[src/data_ram_map.svh]
/*
 * offsets, key values, field positions and reset values for the on-chip
 * data ram decoder and its configuration registers.
 * assumes it is included by bare name from the package and the design.
 */
// Functional notes
// - 512 bytes: scratchpad bank plus auxiliary bank
// - scratch 00-7f by direct and indirect
// - scratch 80-ff indirect only, direct hits registers
// - aux 00-ff via external moves, Ri or pointer pair
// - external moves above ff use external bus
// - aux ram disabled after reset
// - config bit 4 enables aux ram
// - enabled: Ri external moves always reach aux
// - aux access leaves ports and strobes untouched
`ifndef DATA_RAM_MAP_SVH
`define DATA_RAM_MAP_SVH

`define CHIP_CONFIG_ADDR    8'hbf
`define CONFIG_UNLOCK_ADDR  8'hf6
`define UNLOCK_KEY_FIRST    8'h87
`define UNLOCK_KEY_SECOND   8'h59
`define UNLOCK_KEY_RELOCK   8'h00
`define AUX_ENABLE_BIT      4
`define CHIP_CONFIG_RESET   8'h00
`define CHIP_CONFIG_WMASK   8'h9f
`define DIRECT_RAM_LIMIT    8'h80
`define AUX_RAM_TOP         16'h00ff
`define PORT_TWO_RESET      8'hff
`define EXT_STROBE_CYCLES   2

`endif

[src/data_ram_pkg.sv]
/*
 * types shared by the data ram decoder: access kinds, request and answer
 * carriers, routing targets and states.
 * assumes data_ram_map.svh is reachable by bare name.
 */
`include "data_ram_map.svh"
package data_ram_pkg;

   typedef enum logic [1:0] {
      ACC_DIRECT,
      ACC_INDIRECT,
      ACC_MOVX_RI,
      ACC_MOVX_DATA_POINTER_PAIR
   } access_kind_t;

   typedef struct packed {
      logic         valid;
      access_kind_t kind;
      logic         write;
      logic [15:0]  addr;
      logic [7:0]   wdata;
   } core_req_t;

   typedef struct packed {
      logic       ack;
      logic [7:0] rdata;
   } core_resp_t;

   typedef enum logic [1:0] {
      TGT_SCRATCH,
      TGT_SFR,
      TGT_AUX,
      TGT_EXT
   } target_t;

   typedef enum {
      EXT_IDLE,
      EXT_ADDR,
      EXT_STROBE
   } ext_state_t;

   typedef enum {
      LOCK_CLOSED,
      LOCK_FIRST_OK,
      LOCK_OPEN
   } lock_state_t;

endpackage

[src/byte_bank.sv]
/*
 * one bank of byte-wide ram with clocked write and combinational read.
 * assumes the caller registers the read data where timing needs it.
 */
`timescale 1ns/1ps
`default_nettype none
module byte_bank #(
   parameter int ADDR_W = 8
) (
   input  wire logic              clk_sys,
   input  wire logic              we,
   input  wire logic [ADDR_W-1:0] addr,
   input  wire logic [7:0]        wdata,
   output logic      [7:0]        rdata
);

   logic [7:0] mem [2**ADDR_W];

   // no reset on contents: ram powers up undefined, as on silicon
   always_ff @(posedge clk_sys) begin
      if (we) begin
         mem[addr] <= wdata;
      end
   end

   assign rdata = mem[addr];

endmodule
`default_nettype wire

[src/onchip_data_ram_aux_access.sv]
/*
 * decodes core data accesses onto the scratchpad bank, the auxiliary bank,
 * the two configuration registers and the external data bus.
 * assumes the core holds a request only while busy is low and resolves
 * Ri of the selected bank into the request address itself.
 */
`timescale 1ns/1ps
`default_nettype none
`include "data_ram_map.svh"
module onchip_data_ram_aux_access
   import data_ram_pkg::*;
#(
   parameter int STROBE_CYCLES = `EXT_STROBE_CYCLES
) (
   input  wire logic       clk_sys,
   input  wire logic       rst_n,
   input  wire core_req_t  core_req,
   output core_resp_t      core_resp,
   output logic            busy,
   output logic            aux_enabled,
   output logic [7:0]      port_zero_addr_data_out,
   output logic            port_zero_addr_data_oe,
   input  wire logic [7:0] port_zero_addr_data_in,
   output logic [7:0]      port_two_high_addr,
   output logic            ext_ale,
   output logic            ext_wr_n,
   output logic            ext_rd_n
);

   ext_state_t  ext_state;
   lock_state_t lock_state;
   logic [7:0]  chip_config;
   logic [7:0]  strobe_cnt;
   logic        ext_write;
   logic [7:0]  ext_wdata;
   logic [7:0]  scratch_rdata;
   logic [7:0]  aux_rdata;
   target_t     target;
   logic        take;
   logic        unlock_wr;
   logic        cfg_wr;
   logic        scratch_we;
   logic        aux_we;

   function automatic target_t decode(input access_kind_t kind,
                                      input logic [15:0]  addr,
                                      input logic         aux_on);
      case (kind)
         ACC_DIRECT:    decode = (addr[7:0] < `DIRECT_RAM_LIMIT) ?
                                 TGT_SCRATCH : TGT_SFR;
         ACC_INDIRECT:  decode = TGT_SCRATCH;
         ACC_MOVX_RI:   decode = aux_on ? TGT_AUX : TGT_EXT;
         ACC_MOVX_DATA_POINTER_PAIR: decode = (aux_on && addr <= `AUX_RAM_TOP) ?
                                 TGT_AUX : TGT_EXT;
         default:       decode = TGT_EXT;
      endcase
   endfunction

   function automatic logic [7:0] sfr_read(input logic [7:0]  addr,
                                           input logic [7:0]  cfg,
                                           input lock_state_t lock);
      if (addr == `CHIP_CONFIG_ADDR) begin
         sfr_read = cfg;
      end else if (addr == `CONFIG_UNLOCK_ADDR) begin
         sfr_read = {7'h00, lock == LOCK_OPEN};
      end else begin
         sfr_read = 8'h00;
      end
   endfunction

   // one decode for every register write strobe, so lock and config agree
   function automatic logic sfr_write(input logic       taken,
                                      input core_req_t  req,
                                      input target_t    tgt,
                                      input logic [7:0] reg_addr);
      sfr_write = taken && req.write && tgt == TGT_SFR && req.addr[7:0] == reg_addr;
   endfunction

   assign take   = core_req.valid && !busy;
   assign target = decode(core_req.kind, core_req.addr, aux_enabled);

   // write strobes decoded once for the two banks and the two registers
   assign unlock_wr  = sfr_write(take, core_req, target, `CONFIG_UNLOCK_ADDR);
   assign cfg_wr     = sfr_write(take, core_req, target, `CHIP_CONFIG_ADDR);
   assign scratch_we = take && core_req.write && target == TGT_SCRATCH;
   assign aux_we     = take && core_req.write && target == TGT_AUX;

   // two banks of 256, each on its own path
   byte_bank #(.ADDR_W(8)) scratch_bank (
      .clk_sys (clk_sys),
      .we      (scratch_we),
      .addr    (core_req.addr[7:0]),
      .wdata   (core_req.wdata),
      .rdata   (scratch_rdata)
   );

   byte_bank #(.ADDR_W(8)) aux_bank (
      .clk_sys (clk_sys),
      .we      (aux_we),
      .addr    (core_req.addr[7:0]),
      .wdata   (core_req.wdata),
      .rdata   (aux_rdata)
   );

   // unlock sequence; a stray value mid-sequence drops back to closed
   always_ff @(posedge clk_sys or negedge rst_n) begin
      if (!rst_n) begin
         lock_state <= LOCK_CLOSED;
      end else if (unlock_wr) begin
         case (lock_state)
            LOCK_CLOSED:   lock_state <= (core_req.wdata == `UNLOCK_KEY_FIRST) ?
                                         LOCK_FIRST_OK : LOCK_CLOSED;
            LOCK_FIRST_OK: lock_state <= (core_req.wdata == `UNLOCK_KEY_SECOND) ?
                                         LOCK_OPEN : LOCK_CLOSED;
            LOCK_OPEN:     lock_state <= (core_req.wdata == `UNLOCK_KEY_RELOCK) ?
                                         LOCK_CLOSED : LOCK_OPEN;
            default:       lock_state <= LOCK_CLOSED;
         endcase
      end
   end

   // config only changes while unlocked; guards against runaway code
   always_ff @(posedge clk_sys or negedge rst_n) begin
      if (!rst_n) begin
         chip_config <= `CHIP_CONFIG_RESET;
      end else if (cfg_wr && lock_state == LOCK_OPEN) begin
         chip_config <= core_req.wdata & `CHIP_CONFIG_WMASK;
      end
   end

   always_ff @(posedge clk_sys or negedge rst_n) begin
      if (!rst_n) begin
         aux_enabled <= 1'b0;
      end else if (cfg_wr && lock_state == LOCK_OPEN) begin
         aux_enabled <= core_req.wdata[`AUX_ENABLE_BIT];
      end
   end

   // answers: internal targets in one cycle, external at end of strobe
   always_ff @(posedge clk_sys or negedge rst_n) begin
      if (!rst_n) begin
         core_resp <= '0;
      end else begin
         core_resp.ack <= 1'b0;
         if (take && target != TGT_EXT) begin
            core_resp.ack <= 1'b1;
            case (target)
               TGT_SCRATCH: core_resp.rdata <= scratch_rdata;
               TGT_AUX:     core_resp.rdata <= aux_rdata;
               TGT_SFR:     core_resp.rdata <= sfr_read(core_req.addr[7:0],
                                                        chip_config, lock_state);
               default:     core_resp.rdata <= 8'h00;
            endcase
         end else if (ext_state == EXT_STROBE && strobe_cnt == 8'h01) begin
            // busy falls with this ack, so the next take waits one edge
            core_resp.ack   <= 1'b1;
            core_resp.rdata <= ext_write ? 8'h00 : port_zero_addr_data_in;
         end
      end
   end

   // external bus cycle; aux and scratch never reach this machine
   always_ff @(posedge clk_sys or negedge rst_n) begin
      if (!rst_n) begin
         ext_state               <= EXT_IDLE;
         busy                    <= 1'b0;
         strobe_cnt              <= 8'h00;
         ext_write               <= 1'b0;
         ext_wdata               <= 8'h00;
         port_zero_addr_data_out <= 8'h00;
         port_zero_addr_data_oe  <= 1'b0;
         port_two_high_addr      <= `PORT_TWO_RESET;
         ext_ale                 <= 1'b0;
         ext_wr_n                <= 1'b1;
         ext_rd_n                <= 1'b1;
      end else begin
         case (ext_state)
            EXT_IDLE: begin
               if (take && target == TGT_EXT) begin
                  ext_state               <= EXT_ADDR;
                  busy                    <= 1'b1;
                  ext_write               <= core_req.write;
                  ext_wdata               <= core_req.wdata;
                  port_zero_addr_data_out <= core_req.addr[7:0];
                  port_zero_addr_data_oe  <= 1'b1;
                  ext_ale                 <= 1'b1;
                  // Ri moves leave the high byte at the port latch
                  if (core_req.kind == ACC_MOVX_DATA_POINTER_PAIR) begin
                     port_two_high_addr <= core_req.addr[15:8];
                  end
               end
            end
            EXT_ADDR: begin
               // low port turns round: write data driven, released for a read
               ext_state               <= EXT_STROBE;
               ext_ale                 <= 1'b0;
               strobe_cnt              <= STROBE_CYCLES[7:0];
               port_zero_addr_data_out <= ext_write ? ext_wdata : 8'h00;
               port_zero_addr_data_oe  <= ext_write;
               ext_wr_n                <= !ext_write;
               ext_rd_n                <= ext_write;
            end
            EXT_STROBE: begin
               // answer block samples read data on the last strobe edge
               strobe_cnt <= strobe_cnt - 8'h01;
               if (strobe_cnt == 8'h01) begin
                  ext_state              <= EXT_IDLE;
                  busy                   <= 1'b0;
                  ext_wr_n               <= 1'b1;
                  ext_rd_n               <= 1'b1;
                  port_zero_addr_data_oe <= 1'b0;
               end
            end
            default: begin
               ext_state <= EXT_IDLE;
               busy      <= 1'b0;
            end
         endcase
      end
   end

endmodule
`default_nettype wire

[config.mk]
export PLATFORM = sky130hd
export DESIGN_NAME = onchip_data_ram_aux_access
export DESIGN_NICKNAME = d
export VERILOG_FILES = /design/src/data_ram_pkg.sv /design/src/byte_bank.sv /design/src/onchip_data_ram_aux_access.sv
export VERILOG_INCLUDE_DIRS = /design/src
export SDC_FILE = /design/constraint.sdc
export NUM_CORES = 2
export LEC_CHECK = 0
export ABC_CLOCK_PERIOD_IN_PS = 2650
export BUFFER_PORTS_ARGS = -buffer_cell sky130_fd_sc_hd__buf_4
export CORE_MARGIN = 8
export CORE_UTILIZATION = 50
export CTS_CLUSTER_SIZE = 10
export DETAILED_ROUTE_END_ITERATION = 16
export PLACE_DENSITY = 0.64
export SLEW_MARGIN = 0
export SYNTH_ARGS = -nofsm -noshare
export SYNTH_HDL_FRONTEND = slang
export SYNTH_SLANG_ARGS = --single-unit
[constraint.sdc]
create_clock -name clk_sys -period 2.65 [get_ports clk_sys]
set_input_delay 0.3975 -clock clk_sys [delete_from_list [all_inputs] [get_ports clk_sys]]
set_output_delay 0.3975 -clock clk_sys [all_outputs]
set_load 0.05 [all_outputs]
# [Yosys cells after proc, flatten, opt, wreduce, memory -nomap -nowiden]
# Memory sizes are Yosys's and may differ from the RTL's.
# Cells that the tools add are included.
[op_classes] add_sub_neg=1 magnitude_cmp=2 n_mux=33 n_eq_ne=20 bitwise=1 reduce_logical=30
[op_table] operator="$pmux W32 S3" count=1
[op_table] operator="$eq A32 B1 Y1 const B" count=2
[op_table] operator="$eq A32 B2 Y1 const B" count=2
[op_table] operator="$eq A32 B3 Y1 const B" count=2
[op_table] operator="$logic_not A32 Y1" count=2
[op_table] operator="$mux W32" count=2
[op_table] operator="$mux W8" count=4
[op_table] operator="$pmux W8 S2" count=2
[op_table] operator="$eq A8 B8 Y1 const B" count=3
[op_table] operator="$pmux W8 S3" count=1
[op_table] operator="$mux W9" count=2
[op_table] operator="$le A16 B8 Y1 const B" count=1
[op_table] operator="$logic_and A1 B1 Y1" count=12
[op_table] operator="$mux W1" count=12
[op_table] operator="$reduce_and A3 Y1" count=3
[op_table] operator="$eq A2 B2 Y1 const B" count=4
[op_table] operator="$eq A8 B1 Y1 const B" count=1
[op_table] operator="$eq A8 B7 Y1 const B" count=1
[op_table] operator="$logic_not A8 Y1" count=1
[op_table] operator="$lt A8 B8 Y1 const B" count=1
[op_table] operator="$pmux W2 S4" count=1
[op_table] operator="$reduce_and A2 Y1" count=4
[op_table] operator="$sub A8 B1 Y8 const B" count=1
[op_table] operator="$ne A2 B2 Y1 const B" count=3
[op_table] operator="10 further kinds" count=19
[totals] n_memories=2 reg_bits=118 mem_bits_rw=4096 out_inout_bits=31
[mem_list] memory="aux_bank.mem" words=256 word_bits=8 rd=1 rd_clocked_by_memory_dff=0 write_ports=1 line_no="byte_bank.sv:17" source="logic [7:0] mem [2**ADDR_W];"
[mem_list] memory="scratch_bank.mem" words=256 word_bits=8 rd=1 rd_clocked_by_memory_dff=0 write_ports=1 line_no="byte_bank.sv:17"

# [Longest topological paths before layout]
[depth] word_depth=8 mapped_depth=14 mapped_depth_nobuf=10

# [Cells and area by module]
# From an unflattened synthesis, not the netlist that was laid out.
[unflattened] cells_unflattened=7347 hier_area_um2=159554.3
[by_module_without_submodules] module="byte_bank" instances=2 seq_area_each_um2=61499.0 cells_per_inst=3539 area_per_inst_um2=78332.6
[by_module_without_submodules] module="onchip_data_ram_aux_access" instances=1 seq_area_each_um2=1438.9 cells_per_inst=269 area_per_inst_um2=2889.0

# [Worst setup path before layout]
# OpenSTA, ideal clock, no wires.
[synth_path] kind="input port to flip-flop" startpoint="in core_req[23] in the netlist's numbering" endpoint="mem aux_bank.mem[134][0], enable pin" arrival_time_ps=2767 stages=8 path_slack_ps=-487 required_time_ps=2280 n_path_buf=2 setup_time_ps=370 path_cell_list="or4_1 -> o21ai_0 -> nand3_1 -> nor2_1 -> clkbuf_1 -> nand2_1 -> clkbuf_1 -> nor2_1"
[synth_between] elab_chain_cells=8
[synth_rtl] item="from (decl)" line_no="onchip_data_ram_aux_access.sv:17" source="input wire core_req_t core_req,"
[synth_rtl] item="$le A16 B8 Y1 (no line)"
[synth_rtl] item="$logic_and A1 B1 Y1 (no line)"
[synth_rtl] item="$mux W1" line_no="onchip_data_ram_aux_access.sv:53" source="ACC_MOVX_DATA_POINTER_PAIR: decode = (aux_on && addr <= `AUX_RAM_TOP) ?"
[synth_rtl] item="$pmux W2 S4" line_no="onchip_data_ram_aux_access.sv:48" source="case (kind)"
[synth_rtl] item="$eq A2 B2 Y1" line_no="onchip_data_ram_aux_access.sv:86" source="assign aux_we = take && core_req.write && target == TGT_AUX;"
[synth_rtl] item="$logic_and A1 B1 Y1" line_no="onchip_data_ram_aux_access.sv:86"
[synth_rtl] item="$mux W1" line_no="byte_bank.sv:21" source="if (we) begin"
[synth_rtl] item="$mux W1 (not written as such)" line_no="byte_bank.sv:22" source="mem[addr] <= wdata;"
[synth_rtl] item="to (decl)" line_no="byte_bank.sv:17"
# Every way passes these cells.

# [Worst setup path in the final report]
[layout_path] startpoint="mem scratch_bank.mem[166][7]" endpoint="reg core_resp[7] in the netlist's numbering"
[layout_between] elab_chain_cells=3
[layout_rtl] item="from (decl)" line_no="byte_bank.sv:17"
[layout_rtl] item="$mem_v2 Z256 W8"
[layout_rtl] item="$pmux W8 S3" line_no="onchip_data_ram_aux_access.sv:147" source="case (target)"
[layout_rtl] item="$mux W9" line_no="onchip_data_ram_aux_access.sv:145" source="if (take && target != TGT_EXT) begin"
[layout_rtl] item="to (decl)" line_no="onchip_data_ram_aux_access.sv:18" source="output core_resp_t core_resp,"
# Every way passes these cells.
# A chain may end at the register's enable or synchronous reset.

==> results.toml <==
[timing]
fin_skew_ns = 0.0899
min_period_ns = 2.99
period_share_pct = 113
drv_slew = 0
setup_viol = 4
layout_setup_ws_ns = -0.345
finalHoldViolCount = 0
fmax_mhz = 334
hold_ws_ns = 0.0577
rsz0062_at_grt = "true"
tightest_slew_ns = 1.29
maxSlewHeadroom_pct = 13.8

[finish]
mostFrequentLayoutCells = "4096 x edfxtp_1, 1546 x buf_4, 1097 x mux4_2, 462 x clkbuf_16, 446 x nor2_1"
multi_input_area_um2 = 36300
final_common_cell = "edfxtp_1"
seq_area_um2 = 124000
fill_cells = 22200
area.growth.synth_to_final_pct = 22.1
nets = 9423
drive_above_1_share_pct = 39.9
stdcell_count = 13900

[drt]
wl_per_cell_um = 36.3
drt_iter0_markers = 13300
avgViaCountPerCell = 6.41
drc = 0
vias = 88800
ant_nets = 0
wirelength_mm = 503
firstDrtPassIters = 6

[power_and_ir_drop]
p_per_area_nw_per_um2 = 705
combinationalPowerShare_pct = 7.6
power.leakage_nw = 65.0
sw_frac_of_total_pct = 22.5
p_clk_share_pct = 40.1
power.switching_mw = 31.4
p_int_mw = 108
pwr-share-seq_pct = 52.4
ir_drop_uv = 791

[logic_synthesis]
async_reset_ff_share_pct = 1.37
synth_top_family_by_area = "multiplexers"
synthCells = 7452
synth_warnings = 0
synth_cell_type_count = 80
postSynthAreaPerCell_um2 = 21.7
synth_edf_count = 4096
seq_area_frac_synth_pct = 76.9
muxShareOfSynthArea_pct = 16.4
synth_compound_area_share_pct = 1.85
yosys_most_used_dff = "edfxtp_1"
synth_nets = 7495
synthXorXnorAreaFrac_pct = 0.0108
yosys.area_share.adder_pct = 0.0387
synthesis.area_um2 = 162000
yosys_register_bits = 4153
synthSimpleGateAreaFrac_pct = 3.03

[setup_path]
cp.required_ns = 3.52
start_kind = "flop"
crit_arrival_ns = 3.87
cp_max_fo = 1
end_kind = "flop"
cp_slowest_cell = "o211ai_1"
path_cells = "mux4_2, o211ai_1, buf_4, nand4_1, or3_4, o41ai_4, o221ai_2"
critical_path_class = "reg2reg"
critical-path-max-stage-delay_ns = 0.58

[cts]
cts_tree = "done"
cts.sinks = 4153
clk_pin_slew_ns = 0.06
clock_tree.buffer_depth = 4
cts_root_buf = "clkbuf_16"
h-tree-depth = 5
cts-buffers-inserted = 460
clk_latency_ns = 1.02

[flow_run]
drv_cap = 0

[global_routing]
antenna_found_initial = 23
grt_pass1_wl_mm = 699
grt_overflow_total = 0
track_usage_pct = 29.2
grt_pass1_vias = 88800
grt_max_degree = 128

[die]
placementRows = 209
die_y_um = 585
core_um2 = 323000
die_area_um2 = 342000
io_pins = 69
dieWidth_um = 585
start_util_pct = 50.1

[placement]
place_inst = 13200
gp_congestion = 0.989
post-place-ws_ns = -1.84
dp_hpwl_mm = 348
place.port_buffers = 68

[hold_path]
hold_path_class = "in2async"

[run_status]
violations = "negative setup slack"
status = "finished, violations left"
==> worst max-delay path, delay by kind of cell (launching register included) <==
family	cells	cell delay (ns)
buffers and inverters	1	0.25
DFF	1	0.37
muxes	1	0.51
AOI/OAI and AO/OA	3	1.13
and+or+nand+nor	2	0.61
==> cells in the mapped netlist (33+ instances only) <==
master	number	area, µm²
edfxtp_1	4096	123000
mux4_2	1097	24700
nor2_1	625	2350
nand2_1	222	833
clkbuf_1	160	601
mux2i_1	152	1520
buf_2	125	626
a22oi_1	76	571
buf_4	75	563
nand3_1	72	360
buf_6	56	631
a21oi_1	55	275
o21ai_0	50	250
o22ai_1	49	307
dfrtp_1	47	1180
nor3_1	40	200
a211oi_1	33	248
nand4_1	33	206
==> power groups by stage <==
stage               Sequential [mW]  Combinational (mW)  Clock [mW]
finish                         72.9                10.5        55.8
global route                   72.9                10.8        58.8
CTS                            72.9                10.3        56.3
detailed placement             74.2                10.2           0
global placement               74.2                10.1           0
floorplan                      74.8                4.02           0
==> area by class of cell <==
cell class | count | area share (%)
flip-flops and latches | 4153 | 63.0
multi-input cells | 2833 | 18.4
repair buffers | 1914 | 9.45
clock buffers | 556 | 6.03
well taps | 4325 | 2.74
clock inverters | 38 | 0.326
inverters | 18 | 0.0380
diodes | 20 | 0.0253
==> cell families after synthesis <==
| group | Yosys count |
|---|---|
| xor gates and xnor gates | 2 |
| AOI/OAI and AO/OA | 422 |
| adders and majority gates | 5 |
| muxes | 1277 |
| DFF | 4153 |
| and+or+nand+nor | 1127 |
| buffers and inverters | 466 |
==> path summary, 6_finish.rpt <==
path / depth (start not counted) / startpoint / slack [ns] / end
worst max-delay path: 7 / scratch_bank.mem[166][7]$_DFFE_PP_ / -0.34 / core_resp[7]$_DFFE_PN0P_
worst min-delay path: 2 / rst_n / 0.06 / ext_write$_DFFE_PN0P_
worst max register to register: 7 / scratch_bank.mem[166][7]$_DFFE_PP_ / -0.34 / core_resp[7]$_DFFE_PN0P_
worst min register to register: 2 / ext_rd_n$_DFFE_PN1P_ / 0.49 / ext_rd_n$_DFFE_PN1P_
max in group asynchronous: 2 / rst_n / 2.00 / core_resp[8]$_DFF_PN0_
min in group clk_sys: 4 / core_req[25] / 0.08 / port_two_high_addr[1]$_DFFE_PN1P_
==> layer usage <==
metal  global-route usage [%]  wire length [µm]  share of wire, %
met5                        0                69             0.014
met4                     15.1             32000               6.4
met3                     7.96             59400                12
met2                     43.4            225000                45
met1                     39.9            187000                37
==> repair_timing <==
action / 4_1_cts / 5_1_grt
pin swaps: 14 / 11
hold buffers: 23 / 0
resized for setup: 63 / 35
gates cloned: 0 / 1
setup endpoints to repair: 8 / 199
buffers inserted: 0 / 3
hold endpoints to repair: 317 / 0
==> state kept, by name, summed over array words and instances, names as in the netlist <==
register                 cells
ext_wdata                    8
port_zero_addr_data_out      8
port_zero_addr_data_oe       1
scratch_bank.mem          2048
lock_state                   2
strobe_cnt                   8
ext_ale                      1
ext_write                    1
ext_wr_n                     1
port_two_high_addr           8
chip_config                  6
ext_rd_n                     1
busy                         1
aux_bank.mem              2048
ext_state                    2
core_resp                    9
==> through the flow <==
step,area (µm²),setup TNS [ns],power [mW],util (%)
after floorplan,163000,-500.74,78.8,-
final,197000,-0.540,139,61.2
after global routing,197000,-0.476,142,61.1
after CTS,197000,-0.423,140,61.1
after global placement,184000,-1512.27,84.3,57.0
after detailed placement,184000,-1428.86,84.4,57.0
Power figures use the tool's default switching activity.
